$ cat config.mk
export PLATFORM = sky130hd
export DESIGN_NAME = wsc_wake_regs
export DESIGN_NICKNAME = d
export VERILOG_FILES = /design/src/wsc_pkg.sv /design/src/wsc_wake_regs.sv /design/src/wsc_pin_sync.sv
export SDC_FILE = /design/constraint.sdc
export NUM_CORES = 1
export LEC_CHECK = 0
export BUFFER_PORTS_ARGS = -buffer_cell sky130_fd_sc_hd__clkbuf_2
export CAP_MARGIN = 10
export CORE_AREA = 2 2 80 97
export CTS_CLUSTER_DIAMETER = 40
export DETAILED_ROUTE_END_ITERATION = 6
export DIE_AREA = 0 0 82 99
export SLEW_MARGIN = 30
export SYNTH_ARGS = -nofsm -noshare
export SYNTH_HDL_FRONTEND = slang
export SYNTH_SLANG_ARGS = --single-unit
export TNS_END_PERCENT = 30
$ cat constraint.sdc
create_clock -name i_core_clk -period 3.6 [get_ports i_core_clk]
set_clock_uncertainty 0.15 [all_clocks]
set_input_delay 0.72 -clock i_core_clk [delete_from_list [all_inputs] [get_ports i_core_clk]]
set_output_delay 0.72 -clock i_core_clk [all_outputs]
set_load 0.05 [all_outputs]
$ cat src/wsc_pkg.sv
// Package of constants and carriers for the wake-source control register bank
package wsc_pkg;

	// Register addresses on the serial frame port
	localparam logic [6:0] ADDR_INTERNAL_WAKE_CONTROL   = 7'h06;
	localparam logic [6:0] ADDR_EXTERNAL_WAKE_CONTROL   = 7'h07;
	localparam logic [6:0] ADDR_WAKE_INPUT_BIAS_CONTROL = 7'h08;

	// Power-on / soft reset values
	localparam logic [7:0] RST_INTERNAL_WAKE_CONTROL   = 8'h00;
	localparam logic [7:0] RST_EXTERNAL_WAKE_CONTROL   = 8'h07;
	localparam logic [7:0] RST_WAKE_INPUT_BIAS_CONTROL = 8'h00;

	// Writable bit masks; every other bit is reserved and reads zero
	localparam logic [7:0] WMASK_INTERNAL = 8'hc4;
	localparam logic [7:0] WMASK_EXTERNAL = 8'ha7;
	localparam logic [7:0] WMASK_BIAS     = 8'h3f;

	// Restart: bits kept, the rest cleared to zero
	localparam logic [7:0] RESTART_KEEP_EXTERNAL = 8'ha7;
	localparam logic [7:0] RESTART_KEEP_BIAS     = 8'h3f;

	// Fail-safe entry: kept bits and forced ones
	localparam logic [7:0] FAILSAFE_KEEP_EXTERNAL = 8'ha0;
	localparam logic [7:0] FAILSAFE_SET_EXTERNAL  = 8'h07;

	// Internal wake control field positions
	localparam int POS_TIMER_B_WAKE_ENABLE = 7;
	localparam int POS_TIMER_A_WAKE_ENABLE = 6;
	localparam int POS_STOP_WATCHDOG_OFF_HI = 2;

	// External wake control field positions
	localparam int POS_INTERRUPT_SCOPE     = 7;
	localparam int POS_MEASURE_SELECT      = 5;
	localparam int POS_INPUT_C_WAKE_ENABLE = 2;
	localparam int POS_INPUT_B_WAKE_ENABLE = 1;
	localparam int POS_INPUT_A_WAKE_ENABLE = 0;

	// Bias field positions (low bit of each 2-bit field)
	localparam int POS_INPUT_C_BIAS = 4;
	localparam int POS_INPUT_B_BIAS = 2;
	localparam int POS_INPUT_A_BIAS = 0;

	// Bias codes
	typedef enum logic [1:0] {
		BIAS_NONE = 2'b00,
		BIAS_DOWN = 2'b01,
		BIAS_UP   = 2'b10,
		BIAS_AUTO = 2'b11
	} wsc_bias_e;

	// Bus transceiver mode codes
	typedef enum logic [1:0] {
		BUS_MODE_OFF     = 2'b00,
		BUS_MODE_WAKE    = 2'b01,
		BUS_MODE_RX_ONLY = 2'b10,
		BUS_MODE_NORMAL  = 2'b11
	} wsc_bus_mode_e;

	// Completed serial write frame
	typedef struct packed {
		logic       valid;
		logic [6:0] addr;
		logic [7:0] wdata;
	} wsc_frame_s;

	// Bias resistor controls for one wake input
	typedef struct packed {
		logic pull_up;
		logic pull_down;
		logic auto_switch;
	} wsc_bias_ctl_s;

endpackage

$ cat src/wsc_wake_regs.sv
// Wake-source control register bank with wake gating, bias decode and interrupt scope
`timescale 1ns/10ps
`default_nettype none

module wsc_wake_regs (
	// Clock, reset, enable
	input  wire logic                  i_core_clk,
	input  wire logic                  i_rst,
	input  wire logic                  i_ce,
	// Serial frame port: write applied at end of frame, read selected by address
	input  wire wsc_pkg::wsc_frame_s   i_frame,
	input  wire logic [6:0]            i_rd_addr,
	output logic [7:0]                 o_rd_data,
	// Device mode events and levels
	input  wire logic                  i_soft_reset,
	input  wire logic                  i_restart_entry,
	input  wire logic                  i_failsafe_entry,
	input  wire logic                  i_normal_mode,
	// Device updates of the stop-mode watchdog bit
	input  wire logic                  i_stop_watchdog_off_set,
	input  wire logic                  i_stop_watchdog_off_clr,
	// Wake pins and timer ticks
	input  wire logic                  i_wake_input_a,
	input  wire logic                  i_wake_input_b,
	input  wire logic                  i_wake_input_c,
	input  wire logic                  i_timer_a_tick,
	input  wire logic                  i_timer_b_tick,
	// Other status information events
	input  wire logic                  i_status_event,
	// Wake and interrupt outputs
	output logic                       o_wake_event,
	output logic                       o_int_request,
	output logic [2:0]                 o_input_level_status,
	// Configuration outputs to the analog front end
	output logic                       o_input_a_wake_active,
	output logic                       o_input_b_wake_active,
	output logic                       o_input_c_wake_active,
	output logic                       o_timer_a_wake_active,
	output logic                       o_timer_b_wake_active,
	output logic                       o_measure_active,
	output logic                       o_stop_watchdog_off_hi,
	output wsc_pkg::wsc_bias_ctl_s     o_input_a_bias,
	output wsc_pkg::wsc_bias_ctl_s     o_input_b_bias,
	output wsc_pkg::wsc_bias_ctl_s     o_input_c_bias,
	// Fail-safe request for the bus control register
	output logic                       o_bus_force_wake,
	output wsc_pkg::wsc_bus_mode_e     o_bus_force_mode
);

	// Whole state of the bank except the pin synchronisers
	typedef struct packed {
		logic [7:0]    internal_wake_control;
		logic [7:0]    external_wake_control;
		logic [7:0]    wake_input_bias_control;
		logic [7:0]    rd_data;
		logic          wake_event;
		logic          int_request;
		logic          bus_force_wake;
		logic [2:0]    in_wake_active;
		logic          timer_a_wake_active;
		logic          timer_b_wake_active;
		logic          measure_active;
		wsc_pkg::wsc_bias_ctl_s [2:0] bias;
	} wsc_state_s;

	wsc_state_s st;
	wsc_state_s next_st;

	// Settled pin levels and change pulses, bit 0 is input A
	logic [2:0] pin_level;
	logic [2:0] pin_change;
	logic [2:0] pins;

	// Pins gathered into a vector so the loop can index them
	assign pins = {i_wake_input_c, i_wake_input_b, i_wake_input_a};

	// One synchroniser per wake pin; the pins are asynchronous to the core clock
	// Trade-off: four cycles of latency buy immunity to metastability
	genvar g;
	generate
		for (g = 0; g < 3; g++) begin : g_pin
			wsc_pin_sync u_sync (
				.i_core_clk (i_core_clk),
				.i_rst      (i_rst),
				.i_ce       (i_ce),
				.i_pin      (pins[g]),
				.o_level    (pin_level[g]),
				.o_change   (pin_change[g])
			);
		end
	endgenerate

	// Decode one bias field into resistor controls
	// Every code selects at most one control, so the resistors never fight
	function automatic wsc_pkg::wsc_bias_ctl_s bias_decode(input logic [1:0] code);
		wsc_pkg::wsc_bias_ctl_s r;
		r = '0;
		unique case (wsc_pkg::wsc_bias_e'(code))
			wsc_pkg::BIAS_NONE: r = '0;
			wsc_pkg::BIAS_DOWN: r.pull_down = 1'b1;
			wsc_pkg::BIAS_UP:   r.pull_up = 1'b1;
			wsc_pkg::BIAS_AUTO: r.auto_switch = 1'b1;
		endcase
		return r;
	endfunction

	// Next-state logic
	// Locals hold the register values being built this cycle
	always_comb begin
		logic [7:0] iw;
		logic [7:0] ew;
		logic [7:0] bw;
		logic       meas;
		logic [2:0] en;
		logic       wake;
		iw      = st.internal_wake_control;
		ew      = st.external_wake_control;
		bw      = st.wake_input_bias_control;
		meas    = 1'b0;
		en      = '0;
		wake    = 1'b0;
		next_st = st;
		next_st.bus_force_wake = 1'b0;

		// Later blocks override earlier ones, which sets the event priority
		// Host write lands only when the frame completes; reserved bits are masked off
		if (i_frame.valid) begin
			unique case (i_frame.addr)
				wsc_pkg::ADDR_INTERNAL_WAKE_CONTROL:   iw = i_frame.wdata & wsc_pkg::WMASK_INTERNAL;
				wsc_pkg::ADDR_EXTERNAL_WAKE_CONTROL:   ew = i_frame.wdata & wsc_pkg::WMASK_EXTERNAL;
				wsc_pkg::ADDR_WAKE_INPUT_BIAS_CONTROL: bw = i_frame.wdata & wsc_pkg::WMASK_BIAS;
				default: ;
			endcase
		end

		// The device owns this bit as well as the host
		// Device update of the watchdog bit; set wins over clear and over a host write
		if (i_stop_watchdog_off_clr) begin
			iw[wsc_pkg::POS_STOP_WATCHDOG_OFF_HI] = 1'b0;
		end
		if (i_stop_watchdog_off_set) begin
			iw[wsc_pkg::POS_STOP_WATCHDOG_OFF_HI] = 1'b1;
		end

		// Restart keeps the marked bits and clears the rest
		// Internal register is left as it was on restart
		if (i_restart_entry) begin
			ew = st.external_wake_control & wsc_pkg::RESTART_KEEP_EXTERNAL;
			bw = st.wake_input_bias_control & wsc_pkg::RESTART_KEEP_BIAS;
		end

		// Fail-safe sets every external wake enable bit; a kept measure select still masks A and B
		// The bus control register lives elsewhere; only the request leaves here
		if (i_failsafe_entry) begin
			ew = (st.external_wake_control & wsc_pkg::FAILSAFE_KEEP_EXTERNAL)
				| wsc_pkg::FAILSAFE_SET_EXTERNAL;
			next_st.bus_force_wake = 1'b1;
		end

		// Soft reset overrides every other write to the three registers
		// Same values as power-on, taken as a clocked event
		if (i_soft_reset) begin
			iw = wsc_pkg::RST_INTERNAL_WAKE_CONTROL;
			ew = wsc_pkg::RST_EXTERNAL_WAKE_CONTROL;
			bw = wsc_pkg::RST_WAKE_INPUT_BIAS_CONTROL;
		end

		// Reserved bits are held at zero whatever path wrote the register
		next_st.internal_wake_control   = iw & wsc_pkg::WMASK_INTERNAL;
		next_st.external_wake_control   = ew & wsc_pkg::WMASK_EXTERNAL;
		next_st.wake_input_bias_control = bw & wsc_pkg::WMASK_BIAS;

		// Effective enables come from the current register, so a write acts next cycle
		// Measure select masks A and B without altering their stored enables
		meas  = st.external_wake_control[wsc_pkg::POS_MEASURE_SELECT];
		en[0] = st.external_wake_control[wsc_pkg::POS_INPUT_A_WAKE_ENABLE] & ~meas;
		en[1] = st.external_wake_control[wsc_pkg::POS_INPUT_B_WAKE_ENABLE] & ~meas;
		en[2] = st.external_wake_control[wsc_pkg::POS_INPUT_C_WAKE_ENABLE];
		next_st.in_wake_active      = en;
		next_st.timer_a_wake_active = st.internal_wake_control[wsc_pkg::POS_TIMER_A_WAKE_ENABLE];
		next_st.timer_b_wake_active = st.internal_wake_control[wsc_pkg::POS_TIMER_B_WAKE_ENABLE];
		next_st.measure_active      = meas & i_normal_mode;

		// Wake event from a settled pin change or a timer tick on an enabled source
		// Both directions of a settled pin change count as a wake
		wake = |(pin_change & en)
			| (i_timer_a_tick & st.internal_wake_control[wsc_pkg::POS_TIMER_A_WAKE_ENABLE])
			| (i_timer_b_tick & st.internal_wake_control[wsc_pkg::POS_TIMER_B_WAKE_ENABLE]);
		next_st.wake_event = wake;

		// Interrupt scope: wake only, or every status event as well
		// Status events never raise the wake output itself
		next_st.int_request = wake
			| (i_status_event & st.external_wake_control[wsc_pkg::POS_INTERRUPT_SCOPE]);

		// Bias decode per input
		// Resistor controls follow the register one cycle later
		next_st.bias[0] = bias_decode(st.wake_input_bias_control[wsc_pkg::POS_INPUT_A_BIAS +: 2]);
		next_st.bias[1] = bias_decode(st.wake_input_bias_control[wsc_pkg::POS_INPUT_B_BIAS +: 2]);
		next_st.bias[2] = bias_decode(st.wake_input_bias_control[wsc_pkg::POS_INPUT_C_BIAS +: 2]);

		// Registered read; unmapped addresses return zero
		// Read data lags the address by one enabled edge
		unique case (i_rd_addr)
			wsc_pkg::ADDR_INTERNAL_WAKE_CONTROL:   next_st.rd_data = st.internal_wake_control;
			wsc_pkg::ADDR_EXTERNAL_WAKE_CONTROL:   next_st.rd_data = st.external_wake_control;
			wsc_pkg::ADDR_WAKE_INPUT_BIAS_CONTROL: next_st.rd_data = st.wake_input_bias_control;
			default:                               next_st.rd_data = 8'h00;
		endcase
	end

	// State register; power-on values come from the package
	// Clock enable low freezes every field; reset acts regardless
	always_ff @(posedge i_core_clk) begin
		if (i_rst) begin
			st                            <= '0;
			st.internal_wake_control      <= wsc_pkg::RST_INTERNAL_WAKE_CONTROL;
			st.external_wake_control      <= wsc_pkg::RST_EXTERNAL_WAKE_CONTROL;
			st.wake_input_bias_control    <= wsc_pkg::RST_WAKE_INPUT_BIAS_CONTROL;
		end else if (i_ce) begin
			st <= next_st;
		end
	end

	// Outputs, all from flip-flops except the constant bus force mode
	// Registered so the analog side never sees a decode glitch
	assign o_rd_data              = st.rd_data;
	assign o_wake_event           = st.wake_event;
	assign o_int_request          = st.int_request;
	// Level status is raw; software discards A and B while measuring
	assign o_input_level_status   = pin_level;
	assign o_input_a_wake_active  = st.in_wake_active[0];
	assign o_input_b_wake_active  = st.in_wake_active[1];
	assign o_input_c_wake_active  = st.in_wake_active[2];
	assign o_timer_a_wake_active  = st.timer_a_wake_active;
	assign o_timer_b_wake_active  = st.timer_b_wake_active;
	assign o_measure_active       = st.measure_active;
	assign o_stop_watchdog_off_hi = st.internal_wake_control[wsc_pkg::POS_STOP_WATCHDOG_OFF_HI];
	assign o_input_a_bias         = st.bias[0];
	assign o_input_b_bias         = st.bias[1];
	assign o_input_c_bias         = st.bias[2];
	assign o_bus_force_wake       = st.bus_force_wake;
	// Bus register owner loads this mode into its field when forced
	// Only wake-capable is ever requested, whatever the bus mode was
	assign o_bus_force_mode       = wsc_pkg::BUS_MODE_WAKE;

endmodule
`default_nettype wire

$ cat src/wsc_pin_sync.sv
// Three-stage synchroniser with agreement check and change pulse for one wake pin
`timescale 1ns/10ps
`default_nettype none

module wsc_pin_sync (
	// Clock, reset, enable
	input  wire logic i_core_clk,
	input  wire logic i_rst,
	input  wire logic i_ce,
	// Asynchronous pin
	input  wire logic i_pin,
	// Settled level and change pulse
	output logic      o_level,
	output logic      o_change
);

	typedef struct packed {
		logic s1;
		logic s2;
		logic s3;
		logic level;
		logic change;
	} wsc_sync_s;

	wsc_sync_s st;
	wsc_sync_s next_st;

	// Level only moves once stages two and three agree; stage one feeds stage two only
	always_comb begin
		next_st        = st;
		next_st.s1     = i_pin;
		next_st.s2     = st.s1;
		next_st.s3     = st.s2;
		next_st.change = 1'b0;
		if ((st.s2 == st.s3) && (st.s3 != st.level)) begin
			next_st.level  = st.s3;
			next_st.change = 1'b1;
		end
	end

	// Clock enable freezes the chain
	always_ff @(posedge i_core_clk) begin
		if (i_rst) begin
			st <= '0;
		end else if (i_ce) begin
			st <= next_st;
		end
	end

	assign o_level  = st.level;
	assign o_change = st.change;

endmodule
`default_nettype wire

==> run metrics, run 1 <==
max-slew headroom at the worst pin=0.537; antenna violations before repair=0; Clock Root Buffer=clkbuf_8; maximum number of buffers from clock root to sink=2; pwr/cell area=just over 400 mW/mm^2; routed length per placed instance=13.7 um; sequential cell area fraction in the yosys report=0.447; Critical Path RT=between 3 and 4 ns; reported max-cap violation count=0; post-synthesis instance area=around 0.0025 mm^2; achievable clock frequency=just under 500 MHz; mux cell area share after synthesis=0.0656; list of cells traversed by the critical path=clkbuf_2 -> buf_4 -> nor3_1 -> a211oi_1 -> o22a_1; arrival time reported for the critical path endpoint=2.17 ns; Std-Cell Rows=34; post-synthesis instance total=282; Post-CTS Hold Fix Bufs=0; combined global-route utilization of all metal layers=0.149; number of placed I/O pins=70; number of failing setup endpoints in the final timing report=0; maximum fanout encountered on the critical timing path=31; Critical Path Sink Type=flip-flop; area occupied by multi-input gates=0.00113 mm^2; crit-path max cell delay=~0.5 ns; total instance count after detailed placement=a little over 400; area fraction in compound gates after synthesis=0.183; post-synthesis share of cell area spent on xor and xnor gates=0; source-to-sink clock delay at the later pin of the worst-skew pair=approximately 0.31 ns; leading cell types by count after synthesis=dfxtp_1 (55), nor2_1 (45), nand2_1 (25); Final Worst Setup Slack=between 1.5 and 2 ns; actual slew at the worst max-slew pin=between 0.6 and 0.7 ns; number of buffers inserted during clock tree synthesis=5; largest net degree at the start of global routing=37; Placeable Area=0.00715 mm^2; dominant combinational cell family by area after synthesis=simple AND/OR/NAND/NOR gates; number of non-filler instances in the completed layout=415; post-CTS setup repair buffer count=0; Synthesized Nets=320; top area cells in the synthesized netlist=dfxtp_1 (45%), nor2_1 (6.9%), buf_4 (6.7%); critical setup path kind=input port to flip-flop; setup slack after placement=1.19 ns; post-CTS resize count=0; Area Growth Syn to Fin=14.9%; Post-synth EDFFs=0; overall overflow remaining after global route=0; startpoint type of the worst setup path=input port; fill cell instance count of the final layout=about 750; top flip-flop cell by instance count after synthesis=dfxtp_1; TritonCTS clock tree=done; simple-gate portion of the synthesized area=0.206; global placer's final weighted congestion=between 0.7 and 0.8; number of hold violations in the final report=0; full die area=about 0.008 mm^2; Sinks on Clock Net=55; slowest cell on the critical path=clkbuf_2; TNS Setup=0 ns; ANT nets after route=0; clock transition at the registers of the reported paths=approximately 0.1 ns; final routed wirelength across all metal layers=5700 um; post-layout min period=2.07 ns; Initial Util=0.344; final slew viol count=0; average vias per placed instance=5.02; Clock H-tree levels=2; status=completed; class of the tightest hold or removal check=flip-flop to flip-flop; number of vias after detailed routing=2085; antenna diode count=0; DIE HEIGHT=about 100 um; post-synthesis average cell area=8.73 um^2; area fraction of the dominant cell type after synthesis=0.447; Pre-antenna DRT Iters=4; Leak Pwr=between 1 and 1.5 nW; DRC violations left=0; input/output buffers=67; width of the chip=approximately 80 um; DRT iter0 DRCs=between 100 and 150; via count of the first global-routing pass=between 1.5k and 2k; Period Utilization, post-route=0.576; fraction of the core area covered by cells at the end of the flow=0.396; most used standard cell by instance count after synthesis=dfxtp_1; count of distinct cell types in the synthesized netlist=39; Final Power=about 1.2 mW; yosys warns=0; setup repair after global routing missed its margin=false; ys async rst share=0; maximum VDD drop=between 0.0002 and 0.00025 V; HPWL after DPL=~4400 um; final layout net count=about 360; wire length of the first global-routing pass=approximately 9500 um; fraction of layout cells with a size suffix above 1=0.249; post-synthesis register bit count=55; adder-cell area share of the yosys netlist=0; area of all sequential standard cells=around 0.0011 mm^2; largest area contributor in the synthesized netlist=dfxtp_1
[sequential cells by signal, indices dropped and copies added, names as in the netlist]
| signal | flops |
|---|---|
| st | 10 |
| o_rd_data | 8 |
| g_pin.u_sync.next_st | 6 |
| g_pin.u_sync.o_change | 3 |
| g_pin.u_sync.o_level | 3 |
| g_pin.u_sync.st | 3 |
| next_st | 3 |
| o_input_a_bias | 3 |
| o_input_b_bias | 3 |
| o_input_c_bias | 3 |
| o_bus_force_wake | 1 |
| o_input_a_wake_active | 1 |
| o_input_b_wake_active | 1 |
| o_input_c_wake_active | 1 |
| o_int_request | 1 |
| o_measure_active | 1 |
| o_stop_watchdog_off_hi | 1 |
| o_timer_a_wake_active | 1 |
| o_timer_b_wake_active | 1 |
| o_wake_event | 1 |
[cell usage in the layout, fill, tap and decap left out, types with 3 or more instances in the layout]
master     n
a211oi_1   5
a21o_1     4
a21oi_1   21
a22o_1     7
a22oi_1    9
buf_4      3
clkbuf_2  67
clkbuf_8   5
dfxtp_1   55
inv_1      4
mux2i_1   15
nand2_1   25
nand3_1    7
nand3b_1   4
nor2_1    45
nor3_1     3
nor4_1     3
nor4b_1    3
o21ai_0    7
o21ai_1    4
o22a_1     3
[power by group]
| group | total (mW) | internal [mW] | switching, mW |
|---|---|---|---|
| clock | 0.417 | 0.210 | 0.207 |
| combinational | 0.121 | 0.0402 | 0.0809 |
| sequential | 0.627 | 0.619 | 0.00782 |
[layer usage]
| layer | track usage | wire (um) | vias to the layer above | part of all wire |
|---|---|---|---|---|
| li1 | - | - | 1071 | - |
| met1 | 0.204 | 2640 | 959 | 0.46 |
| met2 | 0.243 | 2700 | 49 | 0.47 |
| met3 | 0.0275 | 293 | 6 | 0.051 |
| met4 | 0.0346 | 58 | 0 | 0.010 |
| met5 | 0 | 0 | - | 0 |
[worst max-delay path, delay by kind of cell]
family | cells | cell delay (ns)
compound gates | 2 | 0.52
simple gates | 1 | 0.07
buf+inv | 2 | 0.86
[layout make-up]
cell class / instances / area share
Tap cell: 90 / 0.0398
Timing Repair Buffer: 70 / 0.127
Sequential cell: 55 / 0.389
Inverter: 4 / 0.00531
Clock inverter: 3 / 0.0164
Clock buffer: 5 / 0.0243
Multi-Input combinational cell: 188 / 0.398
[final timing paths]
| path | from | endpoint | slack [ns] | cells past startpoint |
|---|---|---|---|---|
| min reg2reg | o_rd_data[0] | o_rd_data[0] | 0.31 | 2 |
| max reg2reg | st[35] | o_int_request | 1.95 | 4 |
| min | o_rd_data[0] | o_rd_data[0] | 0.31 | 2 |
| max | i_rst | st[34] | 1.53 | 5 |
[logic make-up after synthesis]
group / Yosys count
multiplexers: 16
AO/OA/AOI/OAI: 68
AND/OR/NAND/NOR: 102
flip-flops: 55
other: 2
buffers and inverters: 39
[stage by stage]
step                      cell area (um^2)  hold slack [ns]
after floorplan                       2460            0.278
after global placement                2710            0.296
after detailed placement              2710            0.299
after CTS                             2830            0.314
after global routing                  2830            0.337
final                                 2830            0.308
No activity file was read; power rests on OpenSTA's default activity.
==> run 2: changes to the inputs <==
Clock period 3.6 ns to 2.1 ns, I/O delays scaled along.
==> run 2 against run 1 <==
Effect of this change: sequential share of layout area is 0.28 points higher; non-clock buffer count is 3 higher; flip-flop and latch count is the same; routed wire length rose by 1.2%; count of clock-buffer cells in the layout is 1 higher; worst hold slack got worse by 0.11 ns; register-to-register slack worse by 1.4 ns; highest routed layer unchanged.
==> run metrics, run 2 (synthesis gave the netlist of run 1 again) <==
final slew viol count=0 (unchanged); Sinks on Clock Net=55 (unchanged); critical setup path kind=flip-flop to flip-flop; Area Growth Syn to Fin=14.1%; Comb power frac=0.115 (+0.011); combined global-route utilization of all metal layers=0.151 (+0.00122); TNS Setup=0 ns (unchanged); Pre-antenna DRT Iters=4 (unchanged); global placer's final weighted congestion=0.788 (+4.3%); commonest cells after routing, fill and taps aside=clkbuf_2 (67), dfxtp_1 (55), nor2_1 (45); final layout net count=365 (+0.83%); pwr/cell area=647 mW/mm^2 (+57%); status=completed; TritonCTS clock tree=done; Period Utilization, post-route=0.753; Biggest register=st; max-slew headroom at the worst pin=0.581 (+0.0444); number of non-filler instances in the completed layout=416 (+0.24%); reported max-cap violation count=0 (unchanged); area occupied by multi-input gates=0.00113 mm^2 (unchanged); post-layout min period=around 1.6 ns; achievable clock frequency=roughly 630 MHz; total instance count after detailed placement=410 (+0.74%); setup repair after global routing missed its margin=false; source-to-sink clock delay at the later pin of the worst-skew pair=0.30 ns (about the same); antenna diode count=0 (unchanged); actual slew at the worst max-slew pin=0.620 ns (-0.0657 ns); wire length of the first global-routing pass=9450 um (-0.43%); launch point of the worst reg-to-reg path=st[35]; Critical Path Sink Type=flip-flop; startpoint type of the worst setup path=flip-flop; clock transition at the registers of the reported paths=0.09 ns (about the same); DRT iter0 DRCs=77 (-26%); Initial Util=0.344 (unchanged); sequential fraction of design power=0.591 (+0.053); maximum fanout encountered on the critical timing path=4 (-87%); arrival time reported for the critical path endpoint=1.60 ns (-0.57 ns); origin of the worst setup path=st[35]; class of the tightest hold or removal check=input port to flip-flop; ANT nets after route=0 (unchanged); post-route worst hold slack=0.200 ns (-0.108 ns); DIE HEIGHT=99 um (unchanged); number of vias after detailed routing=2090 (+0.24%); Clock Root Buffer=clkbuf_8; maximum number of buffers from clock root to sink=2 (unchanged); average vias per placed instance=5.02 (about the same); sw frac=0.254 (+0.000474); number of placed I/O pins=70 (unchanged); number of buffers inserted during clock tree synthesis=5 (unchanged); portion of total power attributed to the clock network=0.293 (-0.065); full die area=0.00812 mm^2 (unchanged); Critical Path RT=2.11 ns (-1.59 ns); commonest non-fill, non-tap cell in the layout=clkbuf_2; Leak Pwr=1.19 nW (-0.17%); net switching component of the power=0.462 mW (+56%); post-CTS setup repair buffer count=0 (unchanged); fill cell instance count of the final layout=775 (+3.1%); number of hold violations in the final report=0 (unchanged); number of failing setup endpoints in the final timing report=0 (unchanged); area of all sequential standard cells=0.00110 mm^2 (unchanged); Placeable Area=0.00715 mm^2 (unchanged); overall overflow remaining after global route=0 (unchanged); Post-CTS Hold Fix Bufs=0 (unchanged); maximum VDD drop=0.000281 V (+17%); fraction of the core area covered by cells at the end of the flow=0.393 (-0.00280); fraction of layout cells with a size suffix above 1=0.248 (-0.000765); max reg flops=10 (unchanged); antenna violations before repair=0 (unchanged); origin of the worst min-delay path=i_wake_input_a; largest net degree at the start of global routing=35 (-5.4%); routed length per placed instance=13.9 um (+1.0%); via count of the first global-routing pass=1978 (+0.30%); input/output buffers=67 (unchanged); final routed wirelength across all metal layers=5770 um (+1.2%); internal portion of total power=1.35 mW (+56%); Std-Cell Rows=34 (unchanged); DRC violations left=0 (unchanged); Clock H-tree levels=2 (unchanged); post-CTS resize count=0 (unchanged); width of the chip=82 um (unchanged); HPWL after DPL=4440 um (+1.9%)
[run 2: cell count changes in the layout (fill, tap and decap cells not counted)]
| cell | delta |
|---|---|
| bufinv_16 | -1 |
| buf_4 | +3 |
| clkbuf_1 | +1 |
| inv_6 | -1 |
| clkinvlp_4 | -1 |
[run 2: area by class of cell]
cell class              count  share of cell area
flip-flops and latches     55               0.392
multi-input cells         188               0.401
well taps                  90              0.0401
inverters                   4             0.00535
clock buffers               6              0.0258
repair buffers             73               0.135
[run 2: power by group through the flow]
stage / Combinational [mW] / Clock [mW] / Sequential, mW
floorplan: 0.102 / 0 / 1.13
global placement: 0.209 / 0 / 1.10
detailed placement: 0.210 / 0 / 1.10
CTS: 0.211 / 0.549 / 1.07
global route: 0.229 / 0.591 / 1.08
finish: 0.210 / 0.532 / 1.07
[run 2: worst paths after layout]
kind / endpoint / slack, ns / depth (start not counted)
worst max-delay path: o_int_request / 0.52 / 4
worst max register to register: o_int_request / 0.52 / 4
worst min-delay path: g_pin[0].u_sync.next_st[3] / 0.20 / 3
worst min register to register: o_rd_data[2] / 0.30 / 2
[run 2: stage by stage]
step / instance area (um^2) / setup WS, ns / power, mW
after global routing: 2810 / 0.443 / 1.90
after detailed placement: 2740 / 0.251 / 1.31
final: 2810 / 0.518 / 1.82
after global placement: 2740 / 0.285 / 1.31
after CTS: 2810 / 0.503 / 1.83
after floorplan: 2460 / 0.474 / 1.23
[run 2: critical path, stage by stage (launching register included)]
cell       delay [ns]
dfxtp_1          0.35
a22oi_1          0.19
nor2_1           0.06
a2111oi_0        0.55
a211oi_1         0.14
[run 2: layer usage]
metal  part of all wire  routed length (um)  track usage
met3              0.045                 258       0.0321
met5                  0                   0            0
met4              0.019                 112       0.0551
met1               0.47                2680        0.192
met2               0.47                2710        0.247
==> run 3: changes to the inputs <==
Settings changed: ABC_AREA set to 1, CORE_AREA 2 2 80 97 to 2 2 82 100, DIE_AREA 0 0 82 99 to 0 0 84 102.
Clock period 2.1 ns to 1.3 ns, I/O delays scaled along.
==> run 3 against run 2 <==
Effect of this change: count of clock-buffer cells in the layout shrank 1; synthesized cell count grew 35%; synthesized area grew 5.8%; design area grew 21%; critical path type is now flip-flop to output port.
==> run metrics, run 3 <==
width of the chip=84 um (+2.4%); destination of the worst register-to-register timing path=o_int_request; Critical Path Sink Type=output port; fraction of layout cells with a size suffix above 1=0.296 (+0.0479); endpoint with the worst hold slack=g_pin[2].u_sync.next_st[3]; Synthesized Nets=419 (+31%); Worst Hold Path Cells=3 (unchanged); final instance area=0.00340 mm^2 (+21%); commonest cells after routing, fill and taps aside=nand2_1 (97), nor2_1 (52), clkbuf_2 (37); most used standard cell by instance count after synthesis=nand2_1; Clock H-tree levels=2 (unchanged); Post-CTS Hold Fix Bufs=0 (unchanged); average vias per placed instance=4.65 (-7.4%); TritonCTS clock tree=done; reg2reg setup slack=0.12 ns (-0.40 ns); arrival time reported for the critical path endpoint=0.86 ns (-0.74 ns); final slew viol count=0 (unchanged); net switching component of the power=1.01 mW (+120%); maximum number of buffers from clock root to sink=2 (unchanged); list of cells traversed by the critical path=clkbuf_8; clock transition at the registers of the reported paths=0.11 ns (+0.02 ns); Critical Path RT=0.89 ns (-1.22 ns); total instance count after detailed placement=525 (+28%); pwr/cell area=998 mW/mm^2 (+54%); wire length of the first global-routing pass=10400 um (+10%); largest area contributor in the synthesized netlist=dfxtp_1; fill cell instance count of the final layout=785 (+1.3%); Post-synth EDFFs=0 (unchanged); slowest cell on the critical path=dfxtp_1; area of all sequential standard cells=0.00113 mm^2 (+2.8%); yosys warns=0 (unchanged); full die area=0.00857 mm^2 (+5.5%); CP bufs+invs=1 (+1); via count of the first global-routing pass=2301 (+16%); commonest non-fill, non-tap cell in the layout=nand2_1; Final Power=3.39 mW (+87%); antenna violations before repair=0 (unchanged); Placeable Area=0.00758 mm^2 (+6.0%); class of the tightest hold or removal check=input port to flip-flop; Period Utilization, post-route=0.975; startpoint type of the worst setup path=flip-flop; critical setup path kind=flip-flop to output port; internal portion of total power=2.39 mW (+76%); Comb power frac=0.178 (+0.063); largest net degree at the start of global routing=31 (-11%); Clock Root Buffer=clkbuf_8; leading cell types by count after synthesis=nand2_1 (97), dfxtp_1 (55), nor2_1 (53); cell class contributing the biggest share of worst-path delay=flip-flops; Sinks on Clock Net=55 (unchanged); reported max-cap violation count=0 (unchanged); combined global-route utilization of all metal layers=0.149 (-0.00191); launch point of the worst reg-to-reg path=next_st[11]; post-synthesis instance total=381 (+35%); source-to-sink clock delay at the later pin of the worst-skew pair=0.32 ns (+0.02 ns); Leak Pwr=1.60 nW (+34%); maximum VDD drop=0.000454 V (+61%); Pre-antenna DRT Iters=4 (unchanged); global placer's final weighted congestion=0.916 (+16%); setup repair after global routing missed its margin=true; crit-path max cell delay=0.36 ns (-0.19 ns); Biggest register=st; Area Growth Syn to Fin=30.6%; Final Worst Setup Slack=0.0326 ns (-0.485 ns); final routed wirelength across all metal layers=6240 um (+8.3%); number of cells on the worst reg-to-reg path=6 (+2); number of vias after detailed routing=2483 (+19%); area fraction of the dominant cell type after synthesis=0.423 (-0.0245); routed length per placed instance=11.7 um (-16%); count of distinct cell types in the synthesized netlist=24 (-38%); overall overflow remaining after global route=0 (unchanged); setup slack after placement=-0.0943 ns (-0.345 ns); DIE HEIGHT=102 um (+3.0%); DRT iter0 DRCs=86 (+12%); area occupied by multi-input gates=0.00112 mm^2 (-0.33%); status=completed; max reg flops=10 (unchanged); post-synthesis register bit count=55 (unchanged); number of non-filler instances in the completed layout=534 (+28%); ANT nets after route=0 (unchanged); Std-Cell Rows=35 (+2.9%); HPWL after DPL=4770 um (+7.5%); origin of the worst min-delay path=i_wake_input_c; antenna diode count=0 (unchanged); post-synthesis instance area=0.00260 mm^2 (+5.8%); number of placed I/O pins=70 (unchanged); sw frac=0.296 (+0.0418); maximum fanout encountered on the critical timing path=2 (-2); portion of total power attributed to the clock network=0.286 (-0.007); TNS Setup=0 ns (unchanged); number of failing setup endpoints in the final timing report=0 (unchanged); post-detailed-placement cell area=0.00301 mm^2 (+10%); input/output buffers=67 (unchanged); top flip-flop cell by instance count after synthesis=dfxtp_1; DRC violations left=0 (unchanged); final layout net count=479 (+31%); top area cells in the synthesized netlist=dfxtp_1 (42%), nand2_1 (14%), nor2_1 (7.6%); number of hold violations in the final report=0 (unchanged); post-synthesis average cell area=6.83 um^2 (-22%); sequential cell area fraction in the yosys report=0.423 (-0.0245); post-layout min period=about 1.3 ns; ys async rst share=0 (unchanged); number of buffers inserted during clock tree synthesis=5 (unchanged); Initial Util=0.344 (-0.000680); sequential fraction of design power=0.536 (-0.055); achievable clock frequency=between 700 and 800 MHz
==> run 3: cell types whose count changed after synthesis, moves of 9 or more <==
cell / delta
o21ai_0: +14
inv_1: +31
nand2_1: +72
nand3_1: +24
mux2i_1: -15
a22oi_1: -9
a21oi_1: +10
==> run 3: how the worst max path moves through the flow <==
stage                                 startpoint               endpoint  cells past startpoint
final                               o_wake_event           o_wake_event                      1
after detailed placement             i_frame[13]                 st[31]                      7
after CTS                      o_input_a_bias[0]      o_input_a_bias[0]                      1
after global routing       o_input_c_wake_active  o_input_c_wake_active                      1
after global placement               i_frame[13]                 st[30]                      9
after floorplan           o_stop_watchdog_off_hi           o_rd_data[2]                      4
==> run 3: cells by family (layout without fill, tap and decap cells) <==
group,after synthesis,in the layout,synth area share
other,2,2,0.00288
AOI/OAI and AO/OA,57,57,0.115
DFF,55,55,0.423
buffers and inverters,74,135,0.147
and+or+nand+nor,193,193,0.312
==> run 3: repair_timing <==
item	CTS	global route
buffers inserted	1	0
endpoints found under the setup margin	30	26
resized for setup	60	31
==> run 3: cell type report <==
class | instances | area share
Sequential cell | 55 | 0.333
Multi-Input combinational cell | 252 | 0.330
Timing Repair Buffer | 89 | 0.233
Inverter | 38 | 0.0434
Tap cell | 92 | 0.0339
Clock buffer | 5 | 0.0202
Clock inverter | 3 | 0.00662
==> run 3: per-stage QoR <==
step / utilization / hold WS, ns
final: 0.449 / 0.00923
after global routing: 0.449 / 0.00730
after CTS: 0.443 / 0.00837
after detailed placement: 0.398 / 0.303
after global placement: 0.398 / 0.299
after floorplan: - / 0.245
==> run 3: power by group through the flow <==
| stage | sequential, mW | clock, mW | combinational (mW) |
|---|---|---|---|
| finish | 1.82 | 0.969 | 0.605 |
| global route | 1.83 | 1.09 | 0.667 |
| detailed placement | 1.85 | 0 | 0.560 |
| floorplan | 1.90 | 0 | 0.310 |
| global placement | 1.85 | 0 | 0.555 |
| CTS | 1.82 | 1.00 | 0.604 |
==> run 3: routing by layer <==
| metal | vias up | track usage | wire, um |
|---|---|---|---|
| met5 | - | 0 | 0 |
| met1 | 1110 | 0.182 | 2840 |
| met4 | 0 | 0.0583 | 71 |
| li1 | 1300 | - | - |
| met2 | 67 | 0.260 | 3050 |
| met3 | 6 | 0.0283 | 284 |
